===== config.mk =====
export PLATFORM = sky130hd
export DESIGN_NAME = pwdt_timer
export DESIGN_NICKNAME = d
export VERILOG_FILES = /design/src/rtl/pwdt_pkg.sv /design/src/rtl/pwdt_cap_store.sv /design/src/rtl/pwdt_timer.sv
export SDC_FILE = /design/constraint.sdc
export NUM_CORES = 1
export LEC_CHECK = 0
export BUFFER_PORTS_ARGS = -buffer_cell sky130_fd_sc_hd__buf_2
export CORE_AREA = 2 2 67 101
export CTS_BUF_LIST = sky130_fd_sc_hd__clkbuf_4 sky130_fd_sc_hd__clkbuf_8 sky130_fd_sc_hd__clkbuf_16
export CTS_CLUSTER_DIAMETER = 50
export CTS_CLUSTER_SIZE = 40
export DETAILED_ROUTE_END_ITERATION = 8
export DIE_AREA = 0 0 69 103
export GPL_TIMING_DRIVEN = 0
export HOLD_SLACK_MARGIN = 0.02
export PLACE_DENSITY = 0.81
export SLEW_MARGIN = 10
export SYNTH_ARGS = -nofsm -noshare
export SYNTH_HDL_FRONTEND = slang
export SYNTH_SLANG_ARGS = --single-unit

===== constraint.sdc =====
create_clock -name i_ref_clk -period 2.9 [get_ports i_ref_clk]
set_clock_uncertainty 0.2 [all_clocks]
set_input_delay 0.29 -clock i_ref_clk [delete_from_list [all_inputs] [get_ports i_ref_clk]]
set_output_delay 0.29 -clock i_ref_clk [all_outputs]
set_load 0.01 [all_outputs]

===== src/rtl/pwdt_pkg.sv =====
// Purpose: Shared constants and types of the pulse width demodulation timer.
// Assumes: 8-bit register bus, 4-bit register offsets.
// Notes:   Offsets are byte offsets on the plain register port.
`default_nettype none

package pwdt_pkg;

  localparam int unsigned DW = 8;
  localparam int unsigned AW = 4;

  // Register offsets
  localparam logic [AW-1:0] OFS_CTRL_COMMON = 4'h0;
  localparam logic [AW-1:0] OFS_CTRL_ONE    = 4'h1;
  localparam logic [AW-1:0] OFS_CONST_LOW   = 4'h4;
  localparam logic [AW-1:0] OFS_CONST_HIGH  = 4'h5;
  localparam logic [AW-1:0] OFS_CAP_LOW     = 4'hA;
  localparam logic [AW-1:0] OFS_CAP_HIGH    = 4'hB;

  // Common control fields
  localparam int unsigned COM_EN_BIT    = 0;
  localparam int unsigned COM_IRQEN_BIT = 2;
  localparam int unsigned COM_TMO_BIT   = 5;

  // Control one fields
  localparam int unsigned ONE_STR_BIT  = 0;
  localparam int unsigned ONE_STF_BIT  = 1;
  localparam int unsigned ONE_LVL_BIT  = 1;
  localparam int unsigned ONE_RISE_BIT = 4;
  localparam int unsigned ONE_FALL_BIT = 5;
  localparam int unsigned ONE_MODE_BIT = 7;

  // Reset and reload values
  localparam logic [DW-1:0] RST_CONST  = 8'hFF;
  localparam logic [DW-1:0] CNT_RELOAD = 8'hFF;
  localparam logic [DW-1:0] CNT_ZERO   = 8'h00;
  localparam logic [DW-1:0] CNT_STEP   = 8'h01;

  // Capture store entries
  localparam logic CAP_IDX_LOW  = 1'b0;
  localparam logic CAP_IDX_HIGH = 1'b1;

  typedef enum logic [2:0] {
    ST_IDLE  = 3'h1,
    ST_ARMED = 3'h2,
    ST_COUNT = 3'h4
  } pwdt_state_e;

endpackage : pwdt_pkg

`default_nettype wire


===== src/rtl/pwdt_cap_store.sv =====
// Purpose: Capture store with registered read port.
// Assumes: One hardware write port, no software write path.
// Notes:   Read data stand for one cycle after the read strobe, else zero.
`default_nettype none

module pwdt_cap_store
  import pwdt_pkg::*;
#(
  parameter int unsigned WIDTH = 8,
  parameter int unsigned DEPTH = 2
) (
  // Clock and reset
  input  wire logic                     i_ref_clk,
  input  wire logic                     i_reset,
  input  wire logic                     i_clk_en,
  // Hardware write
  input  wire logic                     i_we,
  input  wire logic [$clog2(DEPTH)-1:0] i_waddr,
  input  wire logic [WIDTH-1:0]         i_wdata,
  // Read
  input  wire logic                     i_rd,
  input  wire logic [$clog2(DEPTH)-1:0] i_raddr,
  input  wire logic                     i_use_alt,
  input  wire logic [WIDTH-1:0]         i_alt_data,
  output logic      [WIDTH-1:0]         o_rdata
);

  logic [WIDTH-1:0] mem_r [DEPTH];
  logic [WIDTH-1:0] rdata_nxt;

  generate
    for (genvar g = 0; g < DEPTH; g++) begin : g_entry
      logic [WIDTH-1:0] ent_nxt;
      always_comb begin
        ent_nxt = mem_r[g];
        if (i_we && (i_waddr == ($clog2(DEPTH))'(g))) begin
          ent_nxt = i_wdata;
        end
      end
      always_ff @(posedge i_ref_clk) begin
        if (i_reset) begin
          mem_r[g] <= '0;
        end else if (i_clk_en) begin
          mem_r[g] <= ent_nxt;
        end
      end
    end
  endgenerate

  always_comb begin
    rdata_nxt = '0;
    if (i_rd) begin
      rdata_nxt = i_use_alt ? i_alt_data : mem_r[i_raddr];
    end
  end

  always_ff @(posedge i_ref_clk) begin
    if (i_reset) begin
      o_rdata <= '0;
    end else if (i_clk_en) begin
      o_rdata <= rdata_nxt;
    end
  end

endmodule : pwdt_cap_store

`default_nettype wire


===== src/rtl/pwdt_timer.sv =====
// Purpose: 8-bit down counter with transmit and edge timing demodulation modes.
// Assumes: Edge input synchronous-capable, sampled through two flops.
// Notes:   Enable and status clears apply one enabled clock after the write.
// Function
// - Before transmit start, output is high when level bit is 0, low when 1.
// - Stop and status-clear commands take effect one timer clock later.
// - Demodulation starts counting at first edge of selected polarity.
// - Later qualified edges capture the complemented current count.
// - Rising-edge captures go to low phase, falling to high phase.
// - Each capture sets its matching edge status bit.
// - Capture raises the interrupt request only when enabled.
// - Each capture reloads the counter with FFh and keeps counting.
// - Counter reaching zero in demodulation sets the time-out status bit.
// - High phase capture holds captured value; software writes ignored.
//
// Decided for this implementation: the address-and-strobe port.
`default_nettype none

module pwdt_timer
  import pwdt_pkg::*;
(
  // Clock, enable and reset
  input  wire logic          i_ref_clk,
  input  wire logic          i_clk_en,
  input  wire logic          i_reset,
  // Register port
  input  wire logic [AW-1:0] i_addr,
  input  wire logic [DW-1:0] i_wdata,
  input  wire logic          i_wr,
  input  wire logic          i_rd,
  output logic      [DW-1:0] o_rdata,
  // Link
  input  wire logic          i_edge_in,
  output logic               o_byte_timer_output,
  output logic               o_timer_irq
);

  // Control state
  logic          en_r, en_nxt, irq_en_r, irq_en_nxt;
  logic          en_pend_r, en_pend_nxt, en_val_r, en_val_nxt;
  logic          demod_r, demod_nxt, rise_sel_r, rise_sel_nxt;
  logic          fall_sel_r, fall_sel_nxt, level_r, level_nxt;
  logic          tmo_r, tmo_nxt;
  logic [1:0]    edge_stat_r, edge_stat_nxt;
  logic [2:0]    clr_pend_r, clr_pend_nxt;
  logic [DW-1:0] const_lo_r, const_lo_nxt, const_hi_r, const_hi_nxt;
  // Datapath state
  pwdt_state_e   state_r, state_nxt;
  logic [DW-1:0] cnt_r, cnt_nxt;
  logic          out_r, out_nxt, irq_r, irq_nxt;
  logic          sync_a_r, sync_b_r, prev_r;
  // Events
  logic          rise_evt, fall_evt, qual;
  logic          cap_we, tmo_set, rise_set, fall_set;
  logic [DW-1:0] cap_data;
  logic          wr_common, wr_one;
  logic [DW-1:0] alt_data;
  logic          rd_cap;

  assign wr_common = i_wr && (i_addr == OFS_CTRL_COMMON);
  assign wr_one    = i_wr && (i_addr == OFS_CTRL_ONE);

  always_comb begin
    en_nxt        = en_r;
    en_pend_nxt   = 1'b0;
    en_val_nxt    = en_val_r;
    irq_en_nxt    = irq_en_r;
    demod_nxt     = demod_r;
    rise_sel_nxt  = rise_sel_r;
    fall_sel_nxt  = fall_sel_r;
    level_nxt     = level_r;
    const_lo_nxt  = const_lo_r;
    const_hi_nxt  = const_hi_r;
    clr_pend_nxt  = 3'h0;
    // Delayed commands land now; a same-cycle hardware set beats the clear
    if (en_pend_r) begin
      en_nxt = en_val_r;
    end
    tmo_nxt       = (tmo_r & ~clr_pend_r[2]) | tmo_set;
    edge_stat_nxt = (edge_stat_r & ~clr_pend_r[1:0]) | {fall_set, rise_set};
    if (wr_common) begin
      en_pend_nxt     = 1'b1;
      en_val_nxt      = i_wdata[COM_EN_BIT];
      irq_en_nxt      = i_wdata[COM_IRQEN_BIT];
      clr_pend_nxt[2] = i_wdata[COM_TMO_BIT];
    end
    if (wr_one) begin
      demod_nxt    = i_wdata[ONE_MODE_BIT];
      rise_sel_nxt = i_wdata[ONE_RISE_BIT];
      fall_sel_nxt = i_wdata[ONE_FALL_BIT];
      // Low bits mean status in demodulation, output level in transmit
      if (demod_r) begin
        clr_pend_nxt[1] = i_wdata[ONE_STF_BIT];
        clr_pend_nxt[0] = i_wdata[ONE_STR_BIT];
      end else begin
        level_nxt = i_wdata[ONE_LVL_BIT];
      end
    end
    if (i_wr && (i_addr == OFS_CONST_LOW)) begin
      const_lo_nxt = i_wdata;
    end
    if (i_wr && (i_addr == OFS_CONST_HIGH)) begin
      const_hi_nxt = i_wdata;
    end
  end

  always_ff @(posedge i_ref_clk) begin
    if (i_reset) begin
      en_r        <= 1'b0;
      en_pend_r   <= 1'b0;
      en_val_r    <= 1'b0;
      irq_en_r    <= 1'b0;
      demod_r     <= 1'b0;
      rise_sel_r  <= 1'b0;
      fall_sel_r  <= 1'b0;
      level_r     <= 1'b0;
      tmo_r       <= 1'b0;
      edge_stat_r <= 2'h0;
      clr_pend_r  <= 3'h0;
      const_lo_r  <= RST_CONST;
      const_hi_r  <= RST_CONST;
    end else if (i_clk_en) begin
      en_r        <= en_nxt;
      en_pend_r   <= en_pend_nxt;
      en_val_r    <= en_val_nxt;
      irq_en_r    <= irq_en_nxt;
      demod_r     <= demod_nxt;
      rise_sel_r  <= rise_sel_nxt;
      fall_sel_r  <= fall_sel_nxt;
      level_r     <= level_nxt;
      tmo_r       <= tmo_nxt;
      edge_stat_r <= edge_stat_nxt;
      clr_pend_r  <= clr_pend_nxt;
      const_lo_r  <= const_lo_nxt;
      const_hi_r  <= const_hi_nxt;
    end
  end

  // Edge detect looks only at the second sync flop
  assign rise_evt = sync_b_r & ~prev_r;
  assign fall_evt = ~sync_b_r & prev_r;
  assign qual     = (rise_evt & rise_sel_r) | (fall_evt & fall_sel_r);

  always_comb begin
    state_nxt = state_r;
    cnt_nxt   = cnt_r;
    out_nxt   = out_r;
    cap_we    = 1'b0;
    cap_data  = ~cnt_r;
    tmo_set   = 1'b0;
    rise_set  = 1'b0;
    fall_set  = 1'b0;
    case (state_r)
      ST_IDLE: begin
        if (!demod_r) begin
          out_nxt = ~level_r;
        end
        if (en_r) begin
          if (demod_r) begin
            state_nxt = ST_ARMED;
          end else begin
            state_nxt = ST_COUNT;
            cnt_nxt   = out_r ? const_hi_r : const_lo_r;
          end
        end
      end
      ST_ARMED: begin
        if (!en_r) begin
          state_nxt = ST_IDLE;
        end else if (qual) begin
          state_nxt = ST_COUNT;
          cnt_nxt   = CNT_RELOAD;
        end
      end
      ST_COUNT: begin
        if (!en_r) begin
          state_nxt = ST_IDLE;
        end else if (demod_r) begin
          if (qual) begin
            cap_we   = 1'b1;
            rise_set = rise_evt;
            fall_set = fall_evt;
            cnt_nxt  = CNT_RELOAD;
          end else if (cnt_r == CNT_ZERO) begin
            tmo_set = 1'b1;
            cnt_nxt = CNT_RELOAD;
          end else begin
            cnt_nxt = cnt_r - CNT_STEP;
          end
        end else if (cnt_r == CNT_ZERO) begin
          // Transmit: toggle, then time the new phase
          out_nxt = ~out_r;
          cnt_nxt = out_r ? const_lo_r : const_hi_r;
        end else begin
          cnt_nxt = cnt_r - CNT_STEP;
        end
      end
      default: begin
        state_nxt = ST_IDLE;
      end
    endcase
    irq_nxt = irq_en_r & (cap_we | tmo_set);
  end

  always_ff @(posedge i_ref_clk) begin
    if (i_reset) begin
      state_r  <= ST_IDLE;
      cnt_r    <= CNT_RELOAD;
      out_r    <= 1'b1;
      irq_r    <= 1'b0;
      sync_a_r <= 1'b0;
      sync_b_r <= 1'b0;
      prev_r   <= 1'b0;
    end else if (i_clk_en) begin
      state_r  <= state_nxt;
      cnt_r    <= cnt_nxt;
      out_r    <= out_nxt;
      irq_r    <= irq_nxt;
      sync_a_r <= i_edge_in;
      sync_b_r <= sync_a_r;
      prev_r   <= sync_b_r;
    end
  end

  assign o_byte_timer_output = out_r;
  assign o_timer_irq         = irq_r;

  // Readback of the control and status registers
  always_comb begin
    alt_data = '0;
    case (i_addr)
      OFS_CTRL_COMMON: begin
        alt_data[COM_EN_BIT]    = en_r;
        alt_data[COM_IRQEN_BIT] = irq_en_r;
        alt_data[COM_TMO_BIT]   = tmo_r;
      end
      OFS_CTRL_ONE: begin
        alt_data[ONE_MODE_BIT] = demod_r;
        alt_data[ONE_FALL_BIT] = fall_sel_r;
        alt_data[ONE_RISE_BIT] = rise_sel_r;
        if (demod_r) begin
          alt_data[ONE_STF_BIT] = edge_stat_r[1];
          alt_data[ONE_STR_BIT] = edge_stat_r[0];
        end else begin
          alt_data[ONE_LVL_BIT] = level_r;
        end
      end
      OFS_CONST_LOW:  alt_data = const_lo_r;
      OFS_CONST_HIGH: alt_data = const_hi_r;
      default:        alt_data = '0;
    endcase
  end

  assign rd_cap = (i_addr == OFS_CAP_LOW) || (i_addr == OFS_CAP_HIGH);

  // Captures have no software write path at all
  pwdt_cap_store #(
    .WIDTH (DW),
    .DEPTH (2)
  ) u_cap_store (
    .i_ref_clk  (i_ref_clk),
    .i_reset    (i_reset),
    .i_clk_en   (i_clk_en),
    .i_we       (cap_we),
    .i_waddr    (fall_evt ? CAP_IDX_HIGH : CAP_IDX_LOW),
    .i_wdata    (cap_data),
    .i_rd       (i_rd),
    .i_raddr    (i_addr == OFS_CAP_HIGH),
    .i_use_alt  (!rd_cap),
    .i_alt_data (alt_data),
    .o_rdata    (o_rdata)
  );
endmodule : pwdt_timer

`default_nettype wire


Word-level counts from Yosys, hierarchy flattened
Memories as Yosys holds them, arrays and structs flattened.
Cells that the tools add are included.
{"block": "classes", "n_eq_ne": 19, "bitwise": 22, "n_addsub": 1, "n_reduce_logical": 22, "muxes": 66}
{"op": "8-bit two-way mux", "count": 17}
{"op": "1-bit two-way mux", "count": 31}
{"op": "8-bit case mux with 3 select lines", "count": 1}
{"op": "2-bit inequality test, second input constant", "count": 8}
{"op": "3-bit two-way mux", "count": 5}
{"op": "2-bit AND reduction", "count": 7}
{"op": "1-bit case mux with 3 select lines", "count": 4}
{"op": "3-bit case mux with 3 select lines", "count": 1}
{"op": "4-bit by 3-bit == test with 1-bit output, second input constant", "count": 2}
{"op": "4-bit == test, second input constant", "count": 2}
{"op": "8-bit zero test", "count": 1}
{"op": "8-bit inverter", "count": 1}
{"op": "1-bit case mux with 4 select lines", "count": 2}
{"op": "8-bit by 1-bit subtractor with 8-bit output, second input constant", "count": 1}
{"op": "1-bit inverter", "count": 7}
{"op": "7-bit AND reduction", "count": 1}
{"op": "1-bit AND", "count": 6}
{"op": "1-bit logical AND", "count": 6}
{"op": "1-bit case mux with 2 select lines", "count": 3}
{"op": "6-bit AND reduction", "count": 1}
{"op": "1-bit bitwise OR", "count": 5}
{"op": "4-bit by 1-bit == test with 1-bit output, second input constant", "count": 1}
{"op": "4-bit zero test", "count": 1}
{"op": "2-bit two-way mux", "count": 2}
{"op": "13 further kinds", "count": 14}
{"block": "word_totals", "output_inout_bits": 10, "word_cells": 152, "memories": 1, "inputBits": 18, "ff_bits": 54, "ramBits": 16}
{"memory": "u_cap_store.mem_r", "words": 2, "width": 8, "read_ports": 1, "rd_clocked_by_memory_dff": 0, "wr": 2, "line_no": "pwdt_cap_store.sv:28", "rtl": "logic [WIDTH-1:0] mem_r [DEPTH];"}

Longest topological paths before layout
{"block": "depth", "ltp_word": 12, "depth_mapped": 7, "mapped_depth_nobuf": 7}

Cells and area by module
From an unflattened synthesis, not the netlist that was laid out.
{"block": "hier_totals", "cells_unflattened": 423, "hier_area_um2": 3839.9}
{"mod": "pwdt_timer", "cells_per_inst": 330, "area_each_um2": 2730.1, "instances": 1, "seq_area_each_um2": 920.9}
{"mod": "pwdt_cap_store", "cells_per_inst": 93, "area_each_um2": 1109.8, "instances": 1, "seq_area_each_um2": 640.6}

Least setup slack after synthesis
OpenSTA, ideal clock, no wires.
{"block": "synth_path", "kind": "reg-to-reg", "startpoint": "reg state_r[2]", "endpoint": "mem u_cap_store.mem_r[0][0], enable pin", "setup_time_ps": 334, "path_slack_ps": 695, "period_less_slack_ps": 2205, "stages_incl_launch_ff": 6, "path_buffers": 1, "required_time_ps": 2366, "arrival_time_ps": 1670, "path_cell_list": "dfxtp_1 buf_2 or3b_2 nor2_2 nand3b_1 nand2b_1"}
{"item": "start, declared", "line_no": "pwdt_timer.sv:48", "rtl": "pwdt_state_e state_r, state_nxt;"}
{"item": "start signal, assigned", "line_no": "pwdt_timer.sv:215", "rtl": "state_r <= state_nxt;"}
{"item": "end, declared", "line_no": "pwdt_cap_store.sv:28"}

==> impl_metrics.tcl <==
set metrics [dict create \
    cellPowerDensity_nw_per_um2 513 \
    chipWidth_um 69 \
    synth_async_sr_flop_share 0 \
    p_sw_uw 453 \
    cts_buffers 9 \
    core_area_um2 6310 \
    yosysUniqueCellTypes 59 \
    synth_flop_cell "dfxtp_1" \
    setup_viol 0 \
    grt_max_degree 12 \
    cts_htree_levels 3 \
    cts_tree "built" \
    wl_per_cell_um 19.0 \
    die_area_um2 7110 \
    finalNetCount 458 \
    cts-root-buf "clkbuf_8" \
    grt_pass1_vias 3110 \
    die_h_um 103 \
    p_clk_frac 0.462 \
    antenna_found_initial 0 \
    max_clock_freq_mhz 365 \
    antenna_cells 0 \
    drv_cap 0 \
    ir_worst_vdd_mv 0.302 \
    place_ws_ns 0.0854 \
    p_leak_uw 0.00168 \
    rsz0062_at_grt "false" \
    status "finished, final reports clean" \
    final_antenna_net_count 0 \
    power_frac_comb 0.064 \
    wl_mm 9.87 \
    path_clk_slew_ns 0.07 \
    synth_most_common_cell "dfxtp_1" \
    dr_total_vias 3229 \
    tns_ns 0 \
    yosysTopAreaCellShare 0.298 \
    min_path_type "in2reg" \
    synth_common_cells "54 x dfxtp_1, 46 x nor2_1, 39 x nand2_1" \
    cpPeakStageDelay_ns 0.55 \
    period_needed_ns 2.74 \
    synth_nets 411 \
    path_class "reg2reg" \
    swShare 0.210 \
    min_period_over_period 0.946 \
    syn-mean-instance-area_um2 9.29 \
    final_hold_viol_count 0 \
    path_cells "buf_2 -> or3b_2 -> nor2_2 -> nand3b_1 -> nand2b_1" \
    dp_hpwl_mm 7.09 \
    overflow 0 \
    clockBufferDepth 2 \
    synth-edff-count 16 \
    top_level_ports 28 \
    synth_area_um2 3630 \
    via_per_inst 6.22 \
    routabilityCongestion 0.907 \
    crit_arrival_ns 2.55 \
    drc 0 \
    grt_first_pass_wirelength_mm 15.5 \
    clk_latency_ns 0.35 \
    synth.area.top_cells "dfxtp_1 30%, edfxtp_1 13%, mux2i_1 8.8%" \
    cp-end-kind "register" \
    area_growth_pct 15.9 \
    cpMaxStageDelayCell "or3b_2" \
    crit_path_start_kind "register" \
    drive_above_1_share 0.169 \
    track_usage 0.282 \
    rows 36 \
    maxSlewHeadroom 0.566 \
    tightest_slew_ns 0.649 \
    drt_iter0_markers 404 \
    ys_seq_area_frac 0.430 \
    p_int_uw 1710 \
    first_pass_iters 6 \
    setup_slack_ns 0.157 \
    port_buffers 27 \
    cp.required_ns 2.71 \
    drv_slew 0 \
    power_frac_seq 0.474 \
    synth_top_cell_by_area "dfxtp_1" \
    cts.sinks 70 \
    yosysWarnings 0 \
    yosys_register_bits 70 \
    start_util 0.576 \
    synthesis.instances 391 \
    worstPathMaxFanout 10 \
]
## path summary, 6_finish.rpt
kind / start / endpoint / slack [ns] / depth (start not counted)
setup / recovery: state_r[2] / u_cap_store.mem_r[0][5] / 0.16 / 5
hold / removal: i_rd / u_cap_store.o_rdata[6] / 0.04 / 3
hold reg to reg: u_cap_store.o_rdata[6] / u_cap_store.o_rdata[6] / 0.27 / 2
setup reg to reg: state_r[2] / u_cap_store.mem_r[0][5] / 0.16 / 5
## layout by cell type (no fill, tap or decap), types with 3 or more instances in the layout
cell type      Yosys  routed
nand2_1           39      39
a22oi_1            7       7
nor3_1             6       6
a221o_1            5       5
mux2_2             4       4
bufinv_16          0       3
a32oi_1            4       4
mux2i_1           32      32
nand3b_1          11      11
o22ai_1            5       5
clkbuf_8           0      11
o32a_1             3       3
o21ai_0           10      10
nor2b_1           12      12
nor2_1            46      46
xnor2_1            4       4
dfxtp_1           54      54
or2_2              4       4
edfxtp_1          16      16
nand3_1           10      10
a21oi_1           18      18
nand2b_1           8       8
dlygate4sd3_1      0       9
or3_1              3       3
buf_2             11      38
a211o_1            9       9
clkbuf_1          13      13
inv_1              7       7
a221oi_1           3       3
o32ai_1            3       3
## critical path: cells and delay by family, from the launching register on
kind	cells	cell delay (ns)
and+or+nand+nor	4	1.66
buffers and inverters	1	0.20
DFF	1	0.33
## power by group through the flow
stage | sequential, uW | clock [uW] | combinational, uW
final | 1020 | 998 | 138
after floorplan | 1040 | 0 | 75.2
after global placement | 1040 | 0 | 123
after global routing | 1030 | 1050 | 148
after detailed placement | 1050 | 0 | 125
after CTS | 1020 | 1010 | 136
## per-stage QoR
stage,hold slack (ns),instances,util,instance area [um^2],total power [uW]
finish,0.0383,519,0.667,4210,2160
global route,0.0636,519,0.667,4210,2220
CTS,0.0236,519,0.667,4210,2170
detailed placement,0.261,494,0.613,3860,1170
global placement,0.256,494,0.613,3860,1170
floorplan,0.208,391,-,3630,1120
## what timing repair did
| item | 4_1_cts | 5_1_grt |
|---|---|---|
| buffers inserted | 0 | 0 |
| hold buffers | 9 | 0 |
| setup endpoints to repair | 0 | 0 |
| hold endpoints to repair | 18 | 0 |
| resized for setup | 0 | 0 |
## cell type report
cell class              instances  area, um^2
flip-flops and latches         70        1560
plain buffers                  28         134
repair buffers                 36         225
well taps                      76        95.1
inverters                       8        30.0
fillers                       516        2100
multi-input cells             285        1910
clock inverters                 3        90.1
clock buffers                  13         166
## sequential cells by signal, summed over array words and instances, names as in the netlist, 2 cells and up
signal,count
clr_pend_r,3
cnt_r,8
const_hi_r,8
const_lo_r,8
edge_stat_r,2
state_r,3
u_cap_store.mem_r,16
u_cap_store.o_rdata,8
## logic make-up after synthesis
logic type	synth area share
DFF	0.430
muxes	0.107
xor gates and xnor gates	0.0145
adders and majority gates	0.00689
buffers and inverters	0.0451
and+or+nand+nor	0.224
AOI/OAI and AO/OA	0.173
## routing by layer
layer | up-vias | global-route usage | part of all wire
met3 | 41 | 0.0567 | 0.061
met5 | - | 0 | 0
li1 | 1514 | - | -
met2 | 144 | 0.496 | 0.51
met1 | 1530 | 0.319 | 0.38
met4 | 0 | 0.166 | 0.044
Power figures use the tool's default switching activity.
